--- src/shared/clcp_pkg.sv ---
// package for the control list current pointer register block
// assumes one 100 MHz clock domain and a synchronous active-high reset
package clcp_pkg;
    localparam int unsigned CLCP_DATA_W = 32;
    localparam int unsigned CLCP_ADDR_W = 8;
    localparam logic [7:0] CLCP_PTR_OFFSET = 8'h24;
    localparam int unsigned CLCP_PTR_LSB = 4;
    localparam int unsigned CLCP_PTR_W = 28;
    localparam logic [31:0] CLCP_PTR_RESET = 32'h0000_0000;
    localparam logic [27:0] CLCP_END_OF_LIST = 28'h000_0000;
    localparam logic [3:0] CLCP_RSVD_VALUE = 4'h0;
    localparam int unsigned CLCP_CMDSTAT_FILLED_BIT = 1;
    localparam int unsigned CLCP_CTRL_ENABLE_BIT = 4;
    typedef enum logic [1:0] {
        CLCP_ST_IDLE,
        CLCP_ST_SERVE,
        CLCP_ST_FRAME_DONE
    } clcp_state_t;
endpackage : clcp_pkg

--- src/logic/clcp_reg_decode.sv ---
// register decode for the control list current pointer
// assumes register accesses are synchronous to sys_clk_in
`timescale 1ns/1ps
`default_nettype none
module clcp_reg_decode (
    // access
    input wire logic [7:0] reg_addr_in,
    input wire logic reg_wr_in,
    input wire logic reg_rd_in,
    // decode
    output logic hit_wr_out,
    output logic hit_rd_out
);
    wire addr_hit = (reg_addr_in == clcp_pkg::CLCP_PTR_OFFSET);
    assign hit_wr_out = reg_wr_in && addr_hit;
    assign hit_rd_out = reg_rd_in && addr_hit;
endmodule : clcp_reg_decode
`default_nettype wire

--- src/logic/clcp_top.sv ---
// control list current pointer register and its list-walk updates
// assumes the list walker, head pointer and control/status registers live outside
`timescale 1ns/1ps
`default_nettype none
// Operation
// - the descriptor address occupies bits 31 to 4 and bits 3 to 0 are reserved.
// - after serving the referenced descriptor the pointer moves to the next descriptor.
// - a new frame resumes at the descriptor where the last frame stopped, not at the head.
// - at the list end the controller looks at the list-filled flag, bit 1 of command status.
// - at the list end a set filled flag loads the head pointer and clears the flag, else nothing.
// - reset leaves the pointer at zero and a zero pointer means end of list.
module clcp_top #(
    parameter int unsigned PTR_W = clcp_pkg::CLCP_PTR_W
) (
    // clock and reset
    input wire logic sys_clk_in,
    input wire logic reset_in,
    // register port
    input wire logic [7:0] reg_addr_in,
    input wire logic reg_wr_in,
    input wire logic reg_rd_in,
    input wire logic [31:0] reg_wdata_in,
    output logic [31:0] reg_rdata_out,
    // control and command status bits from outside
    input wire logic [31:0] controller_control_register_in,
    input wire logic [31:0] command_status_register_in,
    input wire logic [31:0] control_list_head_pointer_in,
    // list walker
    input wire logic frame_start_in,
    input wire logic descriptor_served_in,
    input wire logic [31:0] next_descriptor_in,
    input wire logic list_end_in,
    // status
    output logic control_list_filled_clear_out,
    output logic at_end_of_list_out,
    output logic [31:0] resume_pointer_out
);
    logic hit_wr;
    logic hit_rd;
    logic [PTR_W-1:0] ptr_q;
    logic [PTR_W-1:0] ptr_d;
    logic [31:0] rdata_q;
    logic clr_q;
    logic end_q;
    logic [31:0] resume_q;
    clcp_pkg::clcp_state_t state_q;
    clcp_pkg::clcp_state_t state_d;

    // pulls the 16-byte aligned descriptor address out of a bus word
    function automatic logic [PTR_W-1:0] addr_field(input logic [31:0] word);
        return PTR_W'(word >> clcp_pkg::CLCP_PTR_LSB);
    endfunction : addr_field

    clcp_reg_decode u_dec (
        .reg_addr_in(reg_addr_in),
        .reg_wr_in(reg_wr_in),
        .reg_rd_in(reg_rd_in),
        .hit_wr_out(hit_wr),
        .hit_rd_out(hit_rd)
    );

    wire list_enable = controller_control_register_in[clcp_pkg::CLCP_CTRL_ENABLE_BIT];
    wire filled = command_status_register_in[clcp_pkg::CLCP_CMDSTAT_FILLED_BIT];
    wire sw_write = hit_wr && !list_enable;
    wire reload = list_end_in && filled;
    wire [PTR_W-1:0] head_addr = addr_field(control_list_head_pointer_in);
    wire [PTR_W-1:0] next_addr = addr_field(next_descriptor_in);
    wire [PTR_W-1:0] wr_addr = addr_field(reg_wdata_in);
    wire [31:0] ptr_word = {ptr_q, clcp_pkg::CLCP_RSVD_VALUE};

    // frame_start_in deliberately leaves the pointer alone
    assign ptr_d = sw_write ? wr_addr :
                   reload ? head_addr :
                   (descriptor_served_in && !list_end_in) ? next_addr :
                   ptr_q;

    always_ff @(posedge sys_clk_in) begin
        if (reset_in) begin
            ptr_q <= addr_field(clcp_pkg::CLCP_PTR_RESET);
            rdata_q <= clcp_pkg::CLCP_PTR_RESET;
            clr_q <= 1'b0;
            end_q <= 1'b1;
            resume_q <= clcp_pkg::CLCP_PTR_RESET;
        end else begin
            ptr_q <= ptr_d;
            rdata_q <= hit_rd ? ptr_word : 32'h0000_0000;
            clr_q <= reload;
            end_q <= (ptr_d == clcp_pkg::CLCP_END_OF_LIST);
            if (frame_start_in) begin
                resume_q <= ptr_word;
            end
        end
    end

    // walk phase within a frame: idle before the first frame, serving, then parked at the list end
    always_comb begin
        state_d = state_q;
        case (state_q)
            clcp_pkg::CLCP_ST_IDLE: begin
                if (frame_start_in) begin
                    state_d = clcp_pkg::CLCP_ST_SERVE;
                end
            end
            clcp_pkg::CLCP_ST_SERVE: begin
                if (list_end_in) begin
                    state_d = clcp_pkg::CLCP_ST_FRAME_DONE;
                end
            end
            clcp_pkg::CLCP_ST_FRAME_DONE: begin
                if (frame_start_in) begin
                    state_d = clcp_pkg::CLCP_ST_SERVE;
                end
            end
            default: begin
                state_d = clcp_pkg::CLCP_ST_IDLE;
            end
        endcase
    end

    always_ff @(posedge sys_clk_in) begin
        if (reset_in) begin
            state_q <= clcp_pkg::CLCP_ST_IDLE;
        end else begin
            state_q <= state_d;
        end
    end

    assign reg_rdata_out = rdata_q;
    assign control_list_filled_clear_out = clr_q;
    assign at_end_of_list_out = end_q;
    assign resume_pointer_out = resume_q;
endmodule : clcp_top
`default_nettype wire

--- config.mk ---
export PLATFORM = sky130hd
export DESIGN_NAME = clcp_top
export DESIGN_NICKNAME = d
export VERILOG_FILES = /design/src/shared/clcp_pkg.sv /design/src/logic/clcp_reg_decode.sv /design/src/logic/clcp_top.sv
export SDC_FILE = /design/constraint.sdc
export NUM_CORES = 1
export LEC_CHECK = 0
export BUFFER_PORTS_ARGS = -buffer_cell sky130_fd_sc_hd__buf_2
export CAP_MARGIN = 0
export CORE_MARGIN = 3
export CORE_UTILIZATION = 42
export DETAILED_ROUTE_END_ITERATION = 10
export GPL_TIMING_DRIVEN = 0
export PLACE_DENSITY = 0.81
export SETUP_SLACK_MARGIN = 0.1
export SLEW_MARGIN = 25
export SYNTH_ARGS = -nofsm -noshare
export SYNTH_HDL_FRONTEND = slang
export SYNTH_SLANG_ARGS = --single-unit
--- constraint.sdc ---
create_clock -name sys_clk_in -period 2.2 [get_ports sys_clk_in]
set_input_delay 0.44 -clock sys_clk_in [delete_from_list [all_inputs] [get_ports sys_clk_in]]
set_output_delay 0.44 -clock sys_clk_in [all_outputs]
set_load 0.01 [all_outputs]
---- Word level (Yosys, flattened, before mapping) ----
Cells that the tools add are included.
storage, ports and cells
  bits in registers ....................... 90
  output and inout bits ................... 66
operators by class
  equality and inequality tests ........... 1
  mux-type cells .......................... 3
  bitwise operators ....................... 1
  reductions and logical operators ........ 9
operators with widths
  kind                                                              count
  28-bit 2-to-1 mux                                                 3
  28-bit logical NOT                                                1
  8-bit by 6-bit == test with 1-bit output (second input constant)  1
  1-bit logical AND                                                 5
  1-bit logical NOT                                                 2
  2-bit OR reduction                                                1
  1-bit inverter                                                    1

---- Logic depth before layout (Yosys ltp) ----
Gate-level depths: netlist of the first run.
  word-level depth ........................ 6
  depth in mapped cells ................... 8
  gate-level depth less buffers ........... 5

---- Hierarchy ----
Synthesis of the first run repeated with hierarchy kept, for this count alone.
unflattened totals
  cell total of the unflattened synthesis .. 367
  area total of the unflattened synthesis .. 3472.1 sq um
modules (own cells, without submodules)
  module           times used  cells each  area each (sq um)
  clcp_top         1           361         3434.5
  clcp_reg_decode  1           6           37.5

---- Least setup slack after synthesis of the first run ----
OpenSTA, ideal clock, no wires.
  kind .................................... input to register
  start ................................... input list_end_in
  end ..................................... register end_q, in the netlist at_end_of_list_out
  setup time .............................. 0.086 ns
  arrival time ............................ 1.866 ns
  setup slack ............................. 0.247 ns
  stages on the path ...................... 7
  path buffers ............................ 2
  cells stage by stage .................... buf_6 > mux2_4 > buf_6 > o221a_4 > nor4_2 > nand4_1 > a221oi_2
on the way
  cells in the longest elaborated chain, start to end .. 6
RTL lines
  element                 line            source
  start, declared         clcp_top.sv:32  input wire logic list_end_in,
  1-bit logical NOT       clcp_top.sv:74  (descriptor_served_in && !list_end_in) ? next_addr :
  1-bit logical AND       clcp_top.sv:74
  28-bit 2-to-1 mux       clcp_top.sv:74
  28-bit 2-to-1 mux (*)   clcp_top.sv:73  reload ? head_addr :
  28-bit 2-to-1 mux (*)   clcp_top.sv:72  assign ptr_d = sw_write ? wr_addr :
  28-bit logical NOT (*)  clcp_top.sv:88  end_q <= (ptr_d == clcp_pkg::CLCP_END_OF_LIST);
  end signal, assigned    clcp_top.sv:88
  end, declared           clcp_top.sv:44  logic end_q;
Mark *: on every way between the ends. The rest lies on a longest branch, timed or not.
A chain may end at the register's enable or synchronous reset.

---- Worst setup path in the final report of the first run ----
Ends and elaborated chain as after synthesis.

==> results of run 1 <==
==> stage by stage <==
step	hold slack (ns)	util, %
finish	0.3781	59.38
global route	0.3777	59.38
CTS	0.3622	59.27
detailed placement	0.4734	56.34
global placement	0.4698	56.34
floorplan	0.4523	-
==> cell families after synthesis <==
logic type | after synthesis | share of synthesized area [%]
AND/OR/NAND/NOR | 165 | 25.20
flip-flops | 86 | 48.37
AO/OA/AOI/OAI | 48 | 12.41
buffers and inverters | 37 | 5.343
multiplexers | 30 | 8.576
other | 1 | 0.1053
==> how the worst max path moves through the flow <==
stage,start,slack (ns),cells past startpoint,end
floorplan,list_end_in,0.25,7,at_end_of_list_out
global placement,reg_addr_in[4],-0.04,7,ptr_q[19]
detailed placement,reg_addr_in[1],-0.11,7,ptr_q[21]
CTS,reg_addr_in[1],0.18,7,ptr_q[21]
global route,reg_addr_in[4],0.14,6,reg_rdata_out[19]
finish,list_end_in,0.27,8,at_end_of_list_out
==> layer usage <==
| metal | wire length [um] | global-route usage [%] | vias up |
|---|---|---|---|
| met3 | 1279 | 6.786 | 30 |
| met4 | 291 | 9.265 | 4 |
| met2 | 5306 | 37.23 | 227 |
| li1 | - | - | 1651 |
| met5 | 21 | 0 | - |
| met1 | 4888 | 29.71 | 1641 |
==> layout by cell type (no fill, tap or decap), drive strengths merged, types with 8 or more instances in the layout <==
master,n
a211oi,11
and2,30
buf,171
clkbuf,31
conb,8
dfxtp,86
mux2i,29
nand3b,19
nor2,69
nor3,13
nor4,9
o221a,11
o221ai,8
==> registers in the layout (all words and copies together) (netlist names) <==
signal	flops
resume_pointer_out	28
reg_rdata_out	28
ptr_q	28
control_list_filled_clear_out	1
at_end_of_list_out	1
==> layout make-up <==
cell class | instances | area, sq um
sequential | 86 | 1722
timing repair buffer | 155 | 775.7
clock buffer | 11 | 151.4
buffer | 36 | 188.9
tap | 102 | 127.6
multi-input combinational | 251 | 1678
clock inverter | 5 | 81.33
antenna | 1 | 2.502
fill | 713 | 3237
inverter | 1 | 3.754
==> cell usage after synthesis (all sizes together) (2+ instances only) <==
cell type	count
o221ai	8
a221o	2
mux2i	29
and3	4
a311oi	4
and2	30
and3b	3
nor4b	2
nor4	9
nand2	4
nand4	4
dfxtp	86
nand3b	19
clkbuf	19
o221a	11
nor2	69
a211oi	11
buf	17
a221oi	3
nor3	13
a22oi	4
nor4bb	2
==> critical path, delay by kind of cell <==
family | cells | cell delay, ns
AND/OR/NAND/NOR | 3 | 0.63
AO/OA/AOI/OAI | 2 | 0.57
buffers and inverters | 3 | 0.55
==> where the power goes <==
part | total [mW] | internal, mW | leakage [nW] | switching, mW
registers | 1.67 | 1.62 | 0.702 | 0.0488
clock network | 1.27 | 0.702 | 0.116 | 0.568
logic | 0.460 | 0.222 | 1.46 | 0.238
==> impl_metrics.yaml, run 1 <==
global_route:
  groute.usage.overall_pct: 23.33
  first_global_vias: 3368
  grt_start_max_net_pins: 15
  grt_pass1_wl_mm: 17.63
  grt_antenna_before_repair: 3
  overflow: 0
floorplan:
  die_area_sq_um: 9616
  rows: 32
  chipWidth_um: 98.06
  initial_utilization_pct: 44.68
  ioPinCount: 241
  die_height_um: 98.06
  design.core.area_sq_um: 7968
synth:
  post_synthesis_cell_area_sq_um: 3560
  synth.yosys.warnings: 0
  yosys.cell_types.count: 44
  ys_ff_latch: 86
  synth_area_per_cell_sq_um: 9.699
  synth_top_cell_by_area: "sky130_fd_sc_hd__dfxtp_1"
  seq_area_frac_synth_pct: 48.37
  postSynth.topFlopCell: "sky130_fd_sc_hd__dfxtp_1"
  post_synth_inst_count: 367
  synth_edf_count: 0
  synth_top_area_share_pct: 48.37
  synth_area_leaders: "sky130_fd_sc_hd__dfxtp_1, sky130_fd_sc_hd__mux2i_1, sky130_fd_sc_hd__nor2_1, sky130_fd_sc_hd__and2_1, sky130_fd_sc_hd__nand3b_1"
  synthArstFlopShare_pct: 0
timing:
  period_share_pct: 87.51
  slew_headroom_pct: 46.36
  final.setup.worst_slack_ns: 0.2748
  finClkSkew_ns: 0.01030
  maxSlewViolCount: 0
  timing.final.setup_violations: 0
  fmaxAchievable_ghz: 0.5194
  timing_hold_violations_final: 0
  grt_setup_unrepaired: "false"
  tns_ns: 0
  fin_crit_ns: 1.925
  worst_pin_slew_ns: 0.8046
power:
  cellPowerDensity_nw_per_um2: 719.0
  design_power_total_mw: 3.401
  vdd.ir_drop.worst_v: 0.0003717
  leakage_power_summed_over_all_cells_nw: 2.274
clock_network:
  cts.htree.levels: 3
  clock-root-buffer: "sky130_fd_sc_hd__clkbuf_8"
  clock_tree_from_tritoncts: "done"
  clk-insertion-delay-late_ns: 0.35
  postcts_setup_bufs: 0
  clock_tree.buffer_depth: 2
  post_cts_resize_count: 0
  numClockSinks: 86
  cts.clk_slew.worst_paths_ns: 0.09
  cts_inserted_buffers: 9
  cts_hold_buffers: 0
setup_path:
  cpMostUsedCell: "sky130_fd_sc_hd__buf_2"
  critical_path.startpoint_type: "input port"
  timing.critical_path.cells: "buf_6, nand2b_1, buf_2, buf_2, o221a_1, nor4_2, nand4_1, a221oi_2"
  end_kind: "register"
  slowest_delay_ns: 0.32
  cp.required_ns: 2.46
  criticalPathCategory: "in2reg"
  cell_count_of_the_worst_reg_to_reg_path: 4
  crit-reg2reg-launch: "ptr_q[5]"
  cp_slowest_cell: "sky130_fd_sc_hd__nor4_2"
  cp_max_fo: 10
  regToRegEndpoint: "at_end_of_list_out"
  regToRegSetupSlack_ns: 0.63
  cp_data_arrival_time_ns: 2.19
cells_and_area:
  finalNetCount: 715
  layoutNonFillerInstCount: 648
  layout-drive-gt1-share_pct: 37.06
  fin_area_sq_um: 4731
  area_growth_pct: 32.90
route:
  drtAntennaViolNets: 0
  route.final.wire_length_mm: 11.79
  total_number_of_vias: 3553
  routed_wire_length_per_instance_um: 18.19
  vias_per_cell: 5.483
  detailed_routing_iterations_pass_1: 5
  dr.first_iter.drc_count: 374
  drc: 0
place:
  post-place-cells: 631
  dpl_cell_area_sq_um: 4489
  placement.setup.worst_slack_ns: -0.1077
  buffers_on_ports: 155
  place_hpwl_mm: 8.938
  finalWeightedCongestion: 0.9401
worst_hold_path:
  min_to: "ptr_q[18]"
  timing.hold.worst.start: "reg_wdata_in[22]"
  min_path_cells: 3
  worstHoldPathType: "in2reg"
run_status:
  status: "complete, no violations"
flow_run:
  drv_cap: 0
Note: power is estimated with default switching activity, not from simulation.
==> run 2, diff against run 1 <==
--- a/config.mk
+++ b/config.mk
@@ -11,6 +11,7 @@
 export CORE_UTILIZATION = 42
 export DETAILED_ROUTE_END_ITERATION = 10
 export GPL_TIMING_DRIVEN = 0
+export MAX_ROUTING_LAYER = met4
 export PLACE_DENSITY = 0.81
 export SETUP_SLACK_MARGIN = 0.1
 export SLEW_MARGIN = 25
==> impl_metrics.yaml, run 2 (synthesis results as in run 1) <==
timing:
  finClkSkew_ns: 0.006768
  fin_crit_ns: 1.947
  timing.final.setup_violations: 0
  grt_setup_unrepaired: "false"
  tns_ns: 0
  slew_headroom_pct: 44.26
  hold_ws_ns: 0.3618
  maxSlewViolCount: 0
  period_share_pct: 88.50
  fmaxAchievable_ghz: 0.5136
  worst_pin_slew_ns: 0.8361
  timing_hold_violations_final: 0
clock_network:
  clock_tree_from_tritoncts: "done"
  cts.htree.levels: 3
  cts_hold_buffers: 0
  clock_tree.buffer_depth: 2
  numClockSinks: 86
  clock-root-buffer: "sky130_fd_sc_hd__clkbuf_8"
  clk-insertion-delay-late_ns: 0.36
  cts.clk_slew.worst_paths_ns: 0.08
  cts_inserted_buffers: 9
cells_and_area:
  layout-drive-gt1-share_pct: 36.95
  number_of_fill_cells: 733
  finalNetCount: 715
  ff_latch_area_sq_um: 1722
  multi_input_comb_area_sq_um: 1684
  layoutNonFillerInstCount: 650
  area_growth_pct: 32.06
  most-common-layout-cells: "sky130_fd_sc_hd__buf_2, sky130_fd_sc_hd__dfxtp_1, sky130_fd_sc_hd__nor2_1"
  mostFrequentLayoutCell: "sky130_fd_sc_hd__buf_2"
power:
  power_frac_clock_pct: 34.1
  vdd.ir_drop.worst_v: 0.0003442
  switching_power_mw: 0.8424
  cellPowerDensity_nw_per_um2: 687.8
  power_report.internal_total_mw: 2.391
  share_comb_of_total_power_pct: 14.2
  p_seq_share_pct: 51.7
  netSwitchingFraction_pct: 26.05
  leakage_power_summed_over_all_cells_nw: 2.256
floorplan:
  design.core.area_sq_um: 7968
  ioPinCount: 241
  initial_utilization_pct: 44.68
  rows: 32
  die_height_um: 98.06
  chipWidth_um: 98.06
  die_area_sq_um: 9616
route:
  vias_per_cell: 5.426
  dr.first_iter.drc_count: 272
  drtAntennaViolNets: 0
  route.final.wire_length_mm: 11.79
  routed_wire_length_per_instance_um: 18.13
  drc: 0
  total_number_of_vias: 3527
  detailed_routing_iterations_pass_1: 5
worst_hold_path:
  worstHoldPathType: "in2reg"
setup_path:
  cp_slowest_cell: "sky130_fd_sc_hd__clkbuf_1"
  cp.required_ns: 2.51
  cp_data_arrival_time_ns: 2.25
  worst_path_dominant_cell_family: "buffers and inverters"
  cp_max_fo: 10
  timing.critical_path.cells: "buf_2, nor4b_1, and4_1, clkbuf_1, clkbuf_1, and2_1"
  slowest_delay_ns: 0.47
  end_kind: "register"
  cpMostUsedCell: "sky130_fd_sc_hd__clkbuf_1"
  critical_path_buf_inv_count: 3
  criticalPathCategory: "in2reg"
  critical_path.startpoint_type: "input port"
global_route:
  first_global_vias: 3454
  grt_antenna_before_repair: 4
  grt_start_max_net_pins: 14
  groute.usage.overall_pct: 24.35
  grt_pass1_wl_mm: 17.71
  overflow: 0
place:
  buffers_on_ports: 155
  finalWeightedCongestion: 0.9568
  post-place-cells: 631
  place_hpwl_mm: 8.969
run_status:
  status: "complete, no violations"
flow_run:
  drv_cap: 0
run 2: changes by cell type in the layout (fill, tap and decap cells not counted), sizes merged:
cell    before  now
bufinv       2    1
diode        1    4
run 2: repair_timing:
item	in CTS	in global routing
resized for setup	0	5
buffers inserted	0	0
setup endpoints to repair	0	5
run 2: metal layers:
layer | GRT usage, % | vias to the layer above | routed length, um
li1 | - | 1658 | -
met1 | 31.11 | 1645 | 5016
met2 | 37.70 | 197 | 5355
met3 | 4.429 | 27 | 1066
met4 | 10.65 | 0 | 349
met5 | - | - | 0
run 2: worst register-to-register path, stage by stage, from the launching register on:
cell	delay (ns)
sky130_fd_sc_hd__dfxtp_1	0.35
sky130_fd_sc_hd__a221oi_1	0.36
sky130_fd_sc_hd__nor4bb_1	0.39
sky130_fd_sc_hd__nand4_1	0.17
sky130_fd_sc_hd__a221oi_2	0.26
run 2: worst paths after layout:
path,start,end,slack [ns],cells after the start
hold reg to reg,resume_pointer_out[17],resume_pointer_out[17],0.49,2
setup / recovery,reg_addr_in[1],reg_rdata_out[28],0.25,6
setup reg to reg,ptr_q[5],at_end_of_list_out,0.59,4
hold / removal,reg_wdata_in[13],ptr_q[9],0.36,3
run 2: final cells by class:
| type | count | area share, % |
|---|---|---|
| Multi-Input combinational cell | 251 | 35.83 |
| Sequential cell | 86 | 36.62 |
| Tap cell | 102 | 2.715 |
| Timing Repair Buffer | 155 | 16.50 |
| Clock buffer | 11 | 3.008 |
| Antenna cell | 4 | 0.2129 |
| Buffer | 36 | 4.019 |
| Inverter | 1 | 0.07985 |
| Clock inverter | 4 | 1.011 |
run 2: power by group through the flow:
stage	Clock, mW	Sequential (mW)	Combinational, mW
2_1_floorplan	0	1.70	0.253
3_3_place_gp	0	1.70	0.438
3_5_place_dp	0	1.71	0.448
4_1_cts	1.11	1.67	0.451
5_1_grt	1.16	1.68	0.496
6_report	1.10	1.67	0.459
run 2: per-stage QoR:
step	util (%)	power, mW	cell area, sq um	setup slack [ns]
floorplan	-	1.954	3586	0.2472
global placement	56.34	2.141	4489	-0.05047
detailed placement	56.34	2.154	4489	-0.1023
CTS	58.72	3.231	4678	0.2634
global route	59.00	3.339	4701	0.1473
finish	59.00	3.233	4701	0.2530
